$ cat config.mk
export PLATFORM = sky130hd
export DESIGN_NAME = vat_decode
export DESIGN_NICKNAME = d
export VERILOG_FILES = /design/src/verilog/vat_pkg.sv /design/src/verilog/vat_decode.sv
export VERILOG_INCLUDE_DIRS = /design/src /design/src/verilog
export SDC_FILE = /design/constraint.sdc
export NUM_CORES = 1
export LEC_CHECK = 0
export ABC_CLOCK_PERIOD_IN_PS = 5900
export BUFFER_PORTS_ARGS = -buffer_cell sky130_fd_sc_hd__buf_4
export CAP_MARGIN = 20
export CELL_PAD_IN_SITES_DETAIL_PLACEMENT = 1
export CELL_PAD_IN_SITES_GLOBAL_PLACEMENT = 2
export CORE_UTILIZATION = 35
export CTS_BUF_LIST = sky130_fd_sc_hd__clkbuf_8
export DETAILED_ROUTE_END_ITERATION = 7
export HOLD_SLACK_MARGIN = 0.15
export PLACE_DENSITY_LB_ADDON = 0.08
export SYNTH_ARGS = -nofsm -noshare
export SYNTH_HDL_FRONTEND = slang
export SYNTH_SLANG_ARGS = --single-unit
$ cat constraint.sdc
create_clock -name core_clk -period 5.9 [get_ports core_clk]
set_input_delay 1.18 -clock core_clk [delete_from_list [all_inputs] [get_ports core_clk]]
set_output_delay 1.18 -clock core_clk [all_outputs]
set_load 0.02 [all_outputs]
$ cat src/verilog/vat_consts.svh
// offsets, fields, reset values and window codes of the virtual area decoder
// Contract
// - privileged mode may access the whole 4-Gbyte virtual space.
// - user mode may access only the 2-Gbyte user area, apart from two windows.
// - user store-queue window access allowed only while storeq_user_lock is 0.
// - user local-memory window access allowed only while local_memory_user_allow is 1.
// - other user-mode accesses outside those areas raise an address error.
// - with translation_enable set, translated areas map through pages of 1K/4K/64K/1M.
// - translation off: top 3 bits zeroed, cache per cache control, write-through select.
// - translation on: cached only if globally enabled and entry cacheable; entry picks policy.
// - cached direct area bypasses TLB, zeroes top 3 bits, policy from copy_back_select.
// - uncached direct area uses neither TLB nor cache; top three bits zeroed.
// - internal resource area is never cached and not translated.
// - E000_0000 to E3FF_FFFF decodes as the store-queue window.
// - E500_0000 to E5FF_FFFF decodes as the local-memory window.
// - decode instruction/operand cache tag and data direct-access windows at F0,F1,F4,F5.
// - decode fetch, unified and fixed-mapping buffer array windows F2,F30-F37,F60,F70,F61,F71.
// - FC00_0000 to FFFF_FFFF decodes as peripheral control-register space.
// - 29-bit physical space in eight areas of 0400_0000; area 7 reserved.
// - a TLB-translated access into physical area 7 reaches peripheral registers.
// - fetches search fetch buffer, data the unified buffer; miss raises an exception.
// - single_space_mode selects single or multiple virtual memory comparison.
// - software sets the 8-bit space_identifier; single mode forbids duplicate page numbers.
// - page_size_field 00=1K, 01=4K, 10=64K, 11=1M.
// - protection_code: priv RO, priv RW, both RO, both RW.
`ifndef VAT_CONSTS_SVH
`define VAT_CONSTS_SVH
`define VAT_REG_XLATE_CTRL 8'h00
`define VAT_REG_CACHE_CTRL 8'h04
`define VAT_REG_LMEM_CTRL 8'h08
`define VAT_REG_PAGE_HIGH 8'h0C
`define VAT_REG_FAULT_ADDR 8'h10
`define VAT_REG_STATUS 8'h14
`define VAT_XC_TE_BIT 0
`define VAT_XC_SINGLE_BIT 1
`define VAT_XC_SQLOCK_BIT 2
`define VAT_CC_EN_BIT 0
`define VAT_CC_COPYBACK_BIT 1
`define VAT_CC_WTHRU_BIT 2
`define VAT_LM_ALLOW_BIT 0
`define VAT_XC_RESET 3'h0
`define VAT_CC_RESET 3'h0
`define VAT_LM_RESET 1'h0
`define VAT_SEG_CACHED 3'h4
`define VAT_SEG_UNCACHED 3'h5
`define VAT_SEG_HIGH 3'h6
`define VAT_SEG_INTERNAL 3'h7
`define VAT_WIN_STOREQ 6'h38
`define VAT_WIN_LMEM 8'hE5
`define VAT_WIN_IC_TAG 8'hF0
`define VAT_WIN_IC_DATA 8'hF1
`define VAT_WIN_FBUF_TAG 8'hF2
`define VAT_WIN_FBUF_DATA 9'h1E6
`define VAT_WIN_OC_TAG 8'hF4
`define VAT_WIN_OC_DATA 8'hF5
`define VAT_WIN_UBUF_TAG 12'hF60
`define VAT_WIN_UBUF_DATA 12'hF70
`define VAT_WIN_FMB_TAG 12'hF61
`define VAT_WIN_FMB_DATA 12'hF71
`define VAT_WIN_PERIPH 6'h3F
`define VAT_PHYS_AREA7 3'h7
`define VAT_PS_1K 2'h0
`define VAT_PS_4K 2'h1
`define VAT_PS_64K 2'h2
`define VAT_PS_1M 2'h3
`define VAT_MASK_1K 29'h000003FF
`define VAT_MASK_4K 29'h00000FFF
`define VAT_MASK_64K 29'h0000FFFF
`define VAT_MASK_1M 29'h000FFFFF
`endif

$ cat src/verilog/vat_pkg.sv
// types shared by the virtual area decoder and its bench
package vat_pkg;
  typedef enum logic [2:0] {
    VAT_ST_IDLE = 3'h1,
    VAT_ST_LOOKUP = 3'h2,
    VAT_ST_WAIT = 3'h4
  } vat_state_t;
  typedef enum logic [3:0] {
    VAT_TGT_MEM = 4'h0,
    VAT_TGT_RESERVED = 4'h1,
    VAT_TGT_STOREQ = 4'h2,
    VAT_TGT_LMEM = 4'h3,
    VAT_TGT_IC_TAG = 4'h4,
    VAT_TGT_IC_DATA = 4'h5,
    VAT_TGT_FBUF_TAG = 4'h6,
    VAT_TGT_FBUF_DATA = 4'h7,
    VAT_TGT_OC_TAG = 4'h8,
    VAT_TGT_OC_DATA = 4'h9,
    VAT_TGT_UBUF_TAG = 4'hA,
    VAT_TGT_UBUF_DATA = 4'hB,
    VAT_TGT_FMB_TAG = 4'hC,
    VAT_TGT_FMB_DATA = 4'hD,
    VAT_TGT_PERIPH = 4'hE,
    VAT_TGT_INT_OTHER = 4'hF
  } vat_target_t;
  typedef struct packed {
    logic valid;
    logic [31:0] vaddr;
    logic fetch;
    logic write;
    logic user;
  } vat_req_t;
  typedef struct packed {
    logic valid;
    logic fetch_buf;
    logic [21:0] page_num;
    logic [7:0] space_id;
    logic single_mode;
    logic user;
  } vat_tlb_req_t;
  typedef struct packed {
    logic valid;
    logic hit;
    logic [18:0] ppn;
    logic [1:0] page_size;
    logic [1:0] prot;
    logic cacheable;
    logic write_through;
  } vat_tlb_resp_t;
  typedef struct packed {
    logic valid;
    logic [28:0] paddr;
    vat_target_t target;
    logic cacheable;
    logic write_through;
    logic addr_error;
    logic tlb_miss;
    logic prot_error;
  } vat_result_t;
endpackage

$ cat src/verilog/vat_decode.sv
// virtual area decode, access check and physical address formation
//
// Chosen here: the address-and-strobe port and the register addresses.
`timescale 1ns/1ps
`default_nettype none
`include "vat_consts.svh"
module vat_decode (
  input wire logic core_clk,
  input wire logic rst_b,
  input wire logic [7:0] reg_addr,
  input wire logic [31:0] reg_wr_data,
  input wire logic reg_wr,
  input wire logic reg_rd,
  output logic [31:0] reg_rd_data,
  input wire vat_pkg::vat_req_t req,
  output logic req_ready,
  output vat_pkg::vat_tlb_req_t tlb_req,
  input wire vat_pkg::vat_tlb_resp_t tlb_resp,
  output vat_pkg::vat_result_t result
);
  vat_pkg::vat_state_t state;
  vat_pkg::vat_state_t next_state;
  logic translation_enable;
  logic single_space_mode;
  logic storeq_user_lock;
  logic cache_enable;
  logic copy_back_select;
  logic write_through_select;
  logic local_memory_user_allow;
  logic [7:0] space_identifier;
  logic [21:0] virtual_page_number;
  logic [31:0] fault_addr;
  logic [31:0] pend_vaddr;
  logic pend_user;
  logic pend_write;
  logic take;
  logic lookup_done;
  logic [2:0] seg;
  vat_pkg::vat_target_t win;
  vat_pkg::vat_result_t dec;
  logic dec_needs_tlb;
  vat_pkg::vat_result_t xl;
  logic [28:0] size_mask;
  logic [28:0] xl_paddr;
  logic fault_event;
  logic [31:0] fault_vaddr;

  assign take = req_ready && req.valid;
  assign lookup_done = (state == vat_pkg::VAT_ST_WAIT) && tlb_resp.valid;
  assign seg = req.vaddr[31:29];

  // internal resource window decode
  always_comb begin
    win = vat_pkg::VAT_TGT_INT_OTHER;
    if (req.vaddr[31:26] == `VAT_WIN_STOREQ) begin
      win = vat_pkg::VAT_TGT_STOREQ;
    end else if (req.vaddr[31:24] == `VAT_WIN_LMEM) begin
      win = vat_pkg::VAT_TGT_LMEM;
    end else if (req.vaddr[31:24] == `VAT_WIN_IC_TAG) begin
      win = vat_pkg::VAT_TGT_IC_TAG;
    end else if (req.vaddr[31:24] == `VAT_WIN_IC_DATA) begin
      win = vat_pkg::VAT_TGT_IC_DATA;
    end else if (req.vaddr[31:24] == `VAT_WIN_OC_TAG) begin
      win = vat_pkg::VAT_TGT_OC_TAG;
    end else if (req.vaddr[31:24] == `VAT_WIN_OC_DATA) begin
      win = vat_pkg::VAT_TGT_OC_DATA;
    end else if (req.vaddr[31:24] == `VAT_WIN_FBUF_TAG) begin
      win = vat_pkg::VAT_TGT_FBUF_TAG;
    end else if (req.vaddr[31:23] == `VAT_WIN_FBUF_DATA) begin
      win = vat_pkg::VAT_TGT_FBUF_DATA;
    end else if (req.vaddr[31:20] == `VAT_WIN_UBUF_TAG) begin
      win = vat_pkg::VAT_TGT_UBUF_TAG;
    end else if (req.vaddr[31:20] == `VAT_WIN_UBUF_DATA) begin
      win = vat_pkg::VAT_TGT_UBUF_DATA;
    end else if (req.vaddr[31:20] == `VAT_WIN_FMB_TAG) begin
      win = vat_pkg::VAT_TGT_FMB_TAG;
    end else if (req.vaddr[31:20] == `VAT_WIN_FMB_DATA) begin
      win = vat_pkg::VAT_TGT_FMB_DATA;
    end else if (req.vaddr[31:26] == `VAT_WIN_PERIPH) begin
      win = vat_pkg::VAT_TGT_PERIPH;
    end
  end

  // area decode of the incoming request
  always_comb begin
    dec = '0;
    dec.valid = 1'b1;
    dec.paddr = req.vaddr[28:0];
    dec.target = vat_pkg::VAT_TGT_MEM;
    dec_needs_tlb = 1'b0;
    if (req.vaddr[31] == 1'b0 || seg == `VAT_SEG_HIGH) begin
      if (req.user && req.vaddr[31]) begin
        dec.addr_error = 1'b1;
      end else if (translation_enable) begin
        dec_needs_tlb = 1'b1;
      end else begin
        dec.cacheable = cache_enable;
        dec.write_through = write_through_select;
      end
    end else if (seg == `VAT_SEG_CACHED) begin
      dec.addr_error = req.user;
      dec.cacheable = cache_enable && !req.user;
      dec.write_through = !copy_back_select;
    end else if (seg == `VAT_SEG_UNCACHED) begin
      dec.addr_error = req.user;
    end else begin
      dec.target = win;
      dec.paddr = req.vaddr[28:0];
      if (req.user) begin
        if (win == vat_pkg::VAT_TGT_STOREQ) begin
          dec.addr_error = storeq_user_lock;
        end else if (win == vat_pkg::VAT_TGT_LMEM) begin
          dec.addr_error = !local_memory_user_allow;
        end else begin
          dec.addr_error = 1'b1;
        end
      end
    end
    // direct accesses into physical area 7 see only the reserved area
    if (!dec_needs_tlb && seg != `VAT_SEG_INTERNAL &&
        req.vaddr[28:26] == `VAT_PHYS_AREA7) begin
      dec.target = vat_pkg::VAT_TGT_RESERVED;
      dec.cacheable = 1'b0;
    end
    if (dec.addr_error) begin
      dec.cacheable = 1'b0;
      dec.write_through = 1'b0;
      dec_needs_tlb = 1'b0;
    end
  end

  // page offset width from the entry's size code
  always_comb begin
    unique case (tlb_resp.page_size)
      `VAT_PS_1K: size_mask = `VAT_MASK_1K;
      `VAT_PS_4K: size_mask = `VAT_MASK_4K;
      `VAT_PS_64K: size_mask = `VAT_MASK_64K;
      `VAT_PS_1M: size_mask = `VAT_MASK_1M;
    endcase
  end

  assign xl_paddr = ({tlb_resp.ppn, 10'h000} & ~size_mask) | (pend_vaddr[28:0] & size_mask);

  // translated result from the lookup answer
  always_comb begin
    xl = '0;
    xl.valid = 1'b1;
    xl.target = vat_pkg::VAT_TGT_MEM;
    if (!tlb_resp.hit) begin
      xl.tlb_miss = 1'b1;
    end else begin
      xl.paddr = xl_paddr;
      // user needs prot[1], a write needs prot[0]; fetches count as reads
      xl.prot_error = (pend_user && !tlb_resp.prot[1]) ||
                      (pend_write && !tlb_resp.prot[0]);
      if (xl_paddr[28:26] == `VAT_PHYS_AREA7) begin
        xl.target = vat_pkg::VAT_TGT_PERIPH;
      end
      xl.cacheable = cache_enable && tlb_resp.cacheable && !xl.prot_error;
      xl.write_through = tlb_resp.write_through;
    end
  end

  assign fault_event = (take && !dec_needs_tlb && dec.addr_error) ||
                       (lookup_done && (xl.tlb_miss || xl.prot_error));
  assign fault_vaddr = take ? req.vaddr : pend_vaddr;

  always_comb begin
    next_state = state;
    unique case (state)
      vat_pkg::VAT_ST_IDLE: begin
        if (take && dec_needs_tlb) begin
          next_state = vat_pkg::VAT_ST_LOOKUP;
        end
      end
      vat_pkg::VAT_ST_LOOKUP: next_state = vat_pkg::VAT_ST_WAIT;
      vat_pkg::VAT_ST_WAIT: begin
        if (tlb_resp.valid) begin
          next_state = vat_pkg::VAT_ST_IDLE;
        end
      end
      default: next_state = vat_pkg::VAT_ST_IDLE;
    endcase
  end

  always_ff @(posedge core_clk) begin
    if (!rst_b) begin
      state <= vat_pkg::VAT_ST_IDLE;
    end else begin
      state <= next_state;
    end
  end

  // one access in flight; the core waits on req_ready during a lookup
  always_ff @(posedge core_clk) begin
    if (!rst_b) begin
      req_ready <= 1'b1;
    end else if (take && dec_needs_tlb) begin
      req_ready <= 1'b0;
    end else if (lookup_done) begin
      req_ready <= 1'b1;
    end
  end

  always_ff @(posedge core_clk) begin
    if (!rst_b) begin
      pend_vaddr <= 32'h00000000;
      pend_user <= 1'b0;
      pend_write <= 1'b0;
    end else if (take) begin
      pend_vaddr <= req.vaddr;
      pend_user <= req.user;
      pend_write <= req.write && !req.fetch;
    end
  end

  // lookup request, one cycle; compare mode and identifier travel with it
  always_ff @(posedge core_clk) begin
    if (!rst_b) begin
      tlb_req <= '0;
    end else if (take && dec_needs_tlb) begin
      tlb_req.valid <= 1'b1;
      tlb_req.fetch_buf <= req.fetch;
      tlb_req.page_num <= req.vaddr[31:10];
      tlb_req.space_id <= space_identifier;
      tlb_req.single_mode <= single_space_mode;
      tlb_req.user <= req.user;
    end else begin
      tlb_req.valid <= 1'b0;
    end
  end

  always_ff @(posedge core_clk) begin
    if (!rst_b) begin
      result <= '0;
    end else if (take && !dec_needs_tlb) begin
      result <= dec;
    end else if (lookup_done) begin
      result <= xl;
    end else begin
      result.valid <= 1'b0;
    end
  end

  always_ff @(posedge core_clk) begin
    if (!rst_b) begin
      {storeq_user_lock, single_space_mode, translation_enable} <= `VAT_XC_RESET;
    end else if (reg_wr && reg_addr == `VAT_REG_XLATE_CTRL) begin
      translation_enable <= reg_wr_data[`VAT_XC_TE_BIT];
      single_space_mode <= reg_wr_data[`VAT_XC_SINGLE_BIT];
      storeq_user_lock <= reg_wr_data[`VAT_XC_SQLOCK_BIT];
    end
  end

  always_ff @(posedge core_clk) begin
    if (!rst_b) begin
      {write_through_select, copy_back_select, cache_enable} <= `VAT_CC_RESET;
    end else if (reg_wr && reg_addr == `VAT_REG_CACHE_CTRL) begin
      cache_enable <= reg_wr_data[`VAT_CC_EN_BIT];
      copy_back_select <= reg_wr_data[`VAT_CC_COPYBACK_BIT];
      write_through_select <= reg_wr_data[`VAT_CC_WTHRU_BIT];
    end
  end

  always_ff @(posedge core_clk) begin
    if (!rst_b) begin
      local_memory_user_allow <= `VAT_LM_RESET;
    end else if (reg_wr && reg_addr == `VAT_REG_LMEM_CTRL) begin
      local_memory_user_allow <= reg_wr_data[`VAT_LM_ALLOW_BIT];
    end
  end

  // a fault capture wins over a software write in the same cycle
  always_ff @(posedge core_clk) begin
    if (!rst_b) begin
      space_identifier <= 8'h00;
      virtual_page_number <= 22'h000000;
      fault_addr <= 32'h00000000;
    end else begin
      if (reg_wr && reg_addr == `VAT_REG_PAGE_HIGH) begin
        space_identifier <= reg_wr_data[7:0];
        virtual_page_number <= reg_wr_data[31:10];
      end
      if (reg_wr && reg_addr == `VAT_REG_FAULT_ADDR) begin
        fault_addr <= reg_wr_data;
      end
      if (fault_event) begin
        virtual_page_number <= fault_vaddr[31:10];
        fault_addr <= fault_vaddr;
      end
    end
  end

  always_ff @(posedge core_clk) begin
    if (!rst_b) begin
      reg_rd_data <= 32'h00000000;
    end else if (reg_rd) begin
      unique case (reg_addr)
        `VAT_REG_XLATE_CTRL: reg_rd_data <= {29'h0, storeq_user_lock,
                                             single_space_mode, translation_enable};
        `VAT_REG_CACHE_CTRL: reg_rd_data <= {29'h0, write_through_select,
                                             copy_back_select, cache_enable};
        `VAT_REG_LMEM_CTRL: reg_rd_data <= {31'h0, local_memory_user_allow};
        `VAT_REG_PAGE_HIGH: reg_rd_data <= {virtual_page_number, 2'h0, space_identifier};
        `VAT_REG_FAULT_ADDR: reg_rd_data <= fault_addr;
        `VAT_REG_STATUS: reg_rd_data <= {21'h0, state, 1'b0, result.prot_error,
                                         result.tlb_miss, result.addr_error, result.target};
        default: reg_rd_data <= 32'h00000000;
      endcase
    end else begin
      reg_rd_data <= 32'h00000000;
    end
  end
endmodule // vat_decode
`default_nettype wire

==> results.cfg <==
[run_status]
outcome = complete, no violations

[grt]
track_usage = 0.236
grt_pass1_wl_mm = 47.6
overflow = 0
grt_pass1_vias = 8218
grt_max_degree = 63
grt_antenna_before_repair = 0

[final_layout]
antennaDiodeCount = 0
drive_gt1_frac = 0.263
final_nets = 1304
area_growth_pct = 28.0
final_common_cell = nand2_1
layout_common_cells = nand2_1, buf_4, dfxtp_1
fin_cells = 1543
final_area_um2 = 11300

[logic_synthesis]
synth-simple-area-share = 0.198
synth_xor_area_frac = 0
synth_cells = 1015
syn_nets = 1122
synth_compound_area_frac = 0.173
synth_edf_count = 0
synth_fa_ha_area_frac = 0
synth_flop_cell = dfxtp_1
syn_avg_cell_area_um2 = 8.69
synth.ff_latch_count = 212
ys_top_cells_by_area = dfxtp_1, nand2_1, mux2i_1
synth_top_area_share = 0.481
netlist_area_um2 = 8820
ys_seq_area_frac = 0.481
synthMuxAreaShare = 0.0861
synth_top_area_cell = dfxtp_1
synth_top_family_by_area = simple AND/OR/NAND/NOR gates
ys_warn_count = 0
synthDistinctLibCells = 59
postSynth.asyncResetShare = 0

[pwr]
total_power_uw = 3120
sequentialPowerShare = 0.487
pwr-share-comb = 0.103
p_sw_uw = 818
p_int_uw = 2300
p_per_area_nw_per_um2 = 276
p_sw_frac = 0.262
ir_worst_vdd_mv = 0.125
clkPwrFrac = 0.410
leakage_uw = 0.00464

[sta]
tns_ns = 0
setup_viol = 0
min_period_ns = 3.13
slew_viol_final = 0
fin_crit_sh = 0.530
setup_slack_ns = 2.77
timing.slew.headroom = 0.245
rsz0062_at_grt = false
max_freq_ghz = 0.320
skew_ns = 0.0156
tightest_slew_ns = 1.12
hold_viol = 0

[placed_design]
port_buffers = 212
pre_cts_ws_ns = 2.26
dp_cells = 1478
gp_congestion = 0.789
place_area_um2 = 10600
hpwlAfterDp_mm = 21.3

[floorplanning]
die_w_um = 161
start_util = 0.360
dieArea_um2 = 25900
rows = 57
core_um2 = 24500
io-pin-count = 213
die_h_um = 161

[setup_path]
cpLargestDelayFamily = simple AND/OR/NAND/NOR gates
crit_fanout = 22
path_common_cell = buf_4
end_kind = flop
crit_type = input port to flop
crit_arrival_ns = 3.57
worstPathRequired_ns = 6.35
slowest_delay_ns = 0.97
path_buf_inv = 2
crit_chain = buf_4 > or3_1 > nor4_4 > buf_4 > nand2_1 > a32oi_2
cpMaxStageDelayCell = nor4_4
startpoint_type = input port

[detailed_routing]
drc = 0
wl_per_cell_um = 20.0
firstDrtPassIters = 4
vias_per_cell = 5.32
vias = 8209
drtAntennaViolNets = 0
drt_iter0_drc = 361
drt_wl_total_mm = 30.9

[clock_tree]
insertion_delay_ns = 0.53
postCtsHoldBufs = 0
cts.clk_slew.worst_paths_ns = 0.06
cts_tree = done
postCtsSetupRepairBufs = 0
cts_buffers = 39
clockRootBuffer = clkbuf_8
cts.repair.resized = 0
htree_levels = 2
clkSinkCount = 212
clock_path_buffers = 3

[min_path]
holdCritPathClass = flop to flop

[flow_run]
drv_cap = 0
==> registers in the layout, summed over array words and instances, names as in the netlist, 3 cells and up <==
register,cells
fault_addr,32
pend_vaddr,32
reg_rd_data,32
result,39
space_identifier,8
state,3
tlb_req,34
virtual_page_number,22
==> power by group through the flow <==
| stage | logic [uW] | registers (uW) | clock network, uW |
|---|---|---|---|
| detailed placement | 320 | 1550 | 0 |
| finish | 322 | 1520 | 1280 |
| floorplan | 155 | 1560 | 0 |
| CTS | 321 | 1520 | 1320 |
| global placement | 315 | 1550 | 0 |
| global route | 347 | 1520 | 1390 |
==> Yosys cell counts (3+ instances only) <==
cell	number
nor2_1	78
inv_1	38
or3_1	3
and3_1	5
nand4_1	4
nand3b_1	3
o21ai_0	7
o22ai_1	13
a22oi_1	30
nand2b_1	16
buf_1	6
nand2_1	231
clkbuf_1	53
nand3_1	27
buf_2	19
mux2_2	27
a311oi_1	19
nor2b_1	3
mux2i_1	41
dfxtp_1	212
o211ai_1	3
a21oi_1	53
a2bb2oi_1	4
a221oi_1	4
a211oi_1	5
o31ai_1	4
nor3_1	13
a32oi_1	43
o211a_1	3
buf_6	7
==> per-stage QoR <==
stage	utilization	hold slack, ns
after global routing	0.460	0.477
after detailed placement	0.431	0.450
after global placement	0.431	0.444
after CTS	0.459	0.458
final	0.460	0.457
after floorplan	-	0.437
==> final timing paths <==
path | startpoint | endpoint | slack (ns) | cells after the start
max reg2reg | req_ready | result[2] | 3.37 | 6
min reg2reg | tlb_req[32] | tlb_req[32] | 0.46 | 2
min | tlb_req[32] | tlb_req[32] | 0.46 | 2
max | reg_addr[5] | fault_addr[31] | 2.77 | 6
==> routing by layer <==
metal / GRT usage / wire length (um) / vias to the layer above
met5: 0 / 0 / -
met4: 0.0682 / 595 / 0
met1: 0.325 / 14300 / 4001
met3: 0.0455 / 1900 / 48
li1: - / - / 3912
met2: 0.373 / 14100 / 248
==> final cells by class <==
type                    instances  area, um^2
clock buffers                  44         606
well taps                     324         405
flip-flops and latches        212        4240
fillers                      2925       13200
multi-input cells             679        4090
clock inverters                19        77.6
inverters                      38         143
repair buffers                227        1730
==> tightest hold or removal path: stages (launching register included) <==
cell and delay (ns):
dfxtp_1 0.31, nand2_1 0.05, a21oi_1 0.05
==> logic make-up after synthesis <==
| group | count (synthesis) |
|---|---|
| simple gates | 402 |
| mux | 70 |
| flops | 212 |
| compound gates | 207 |
| buf+inv | 124 |
Note: power is estimated with default switching activity, not from simulation.
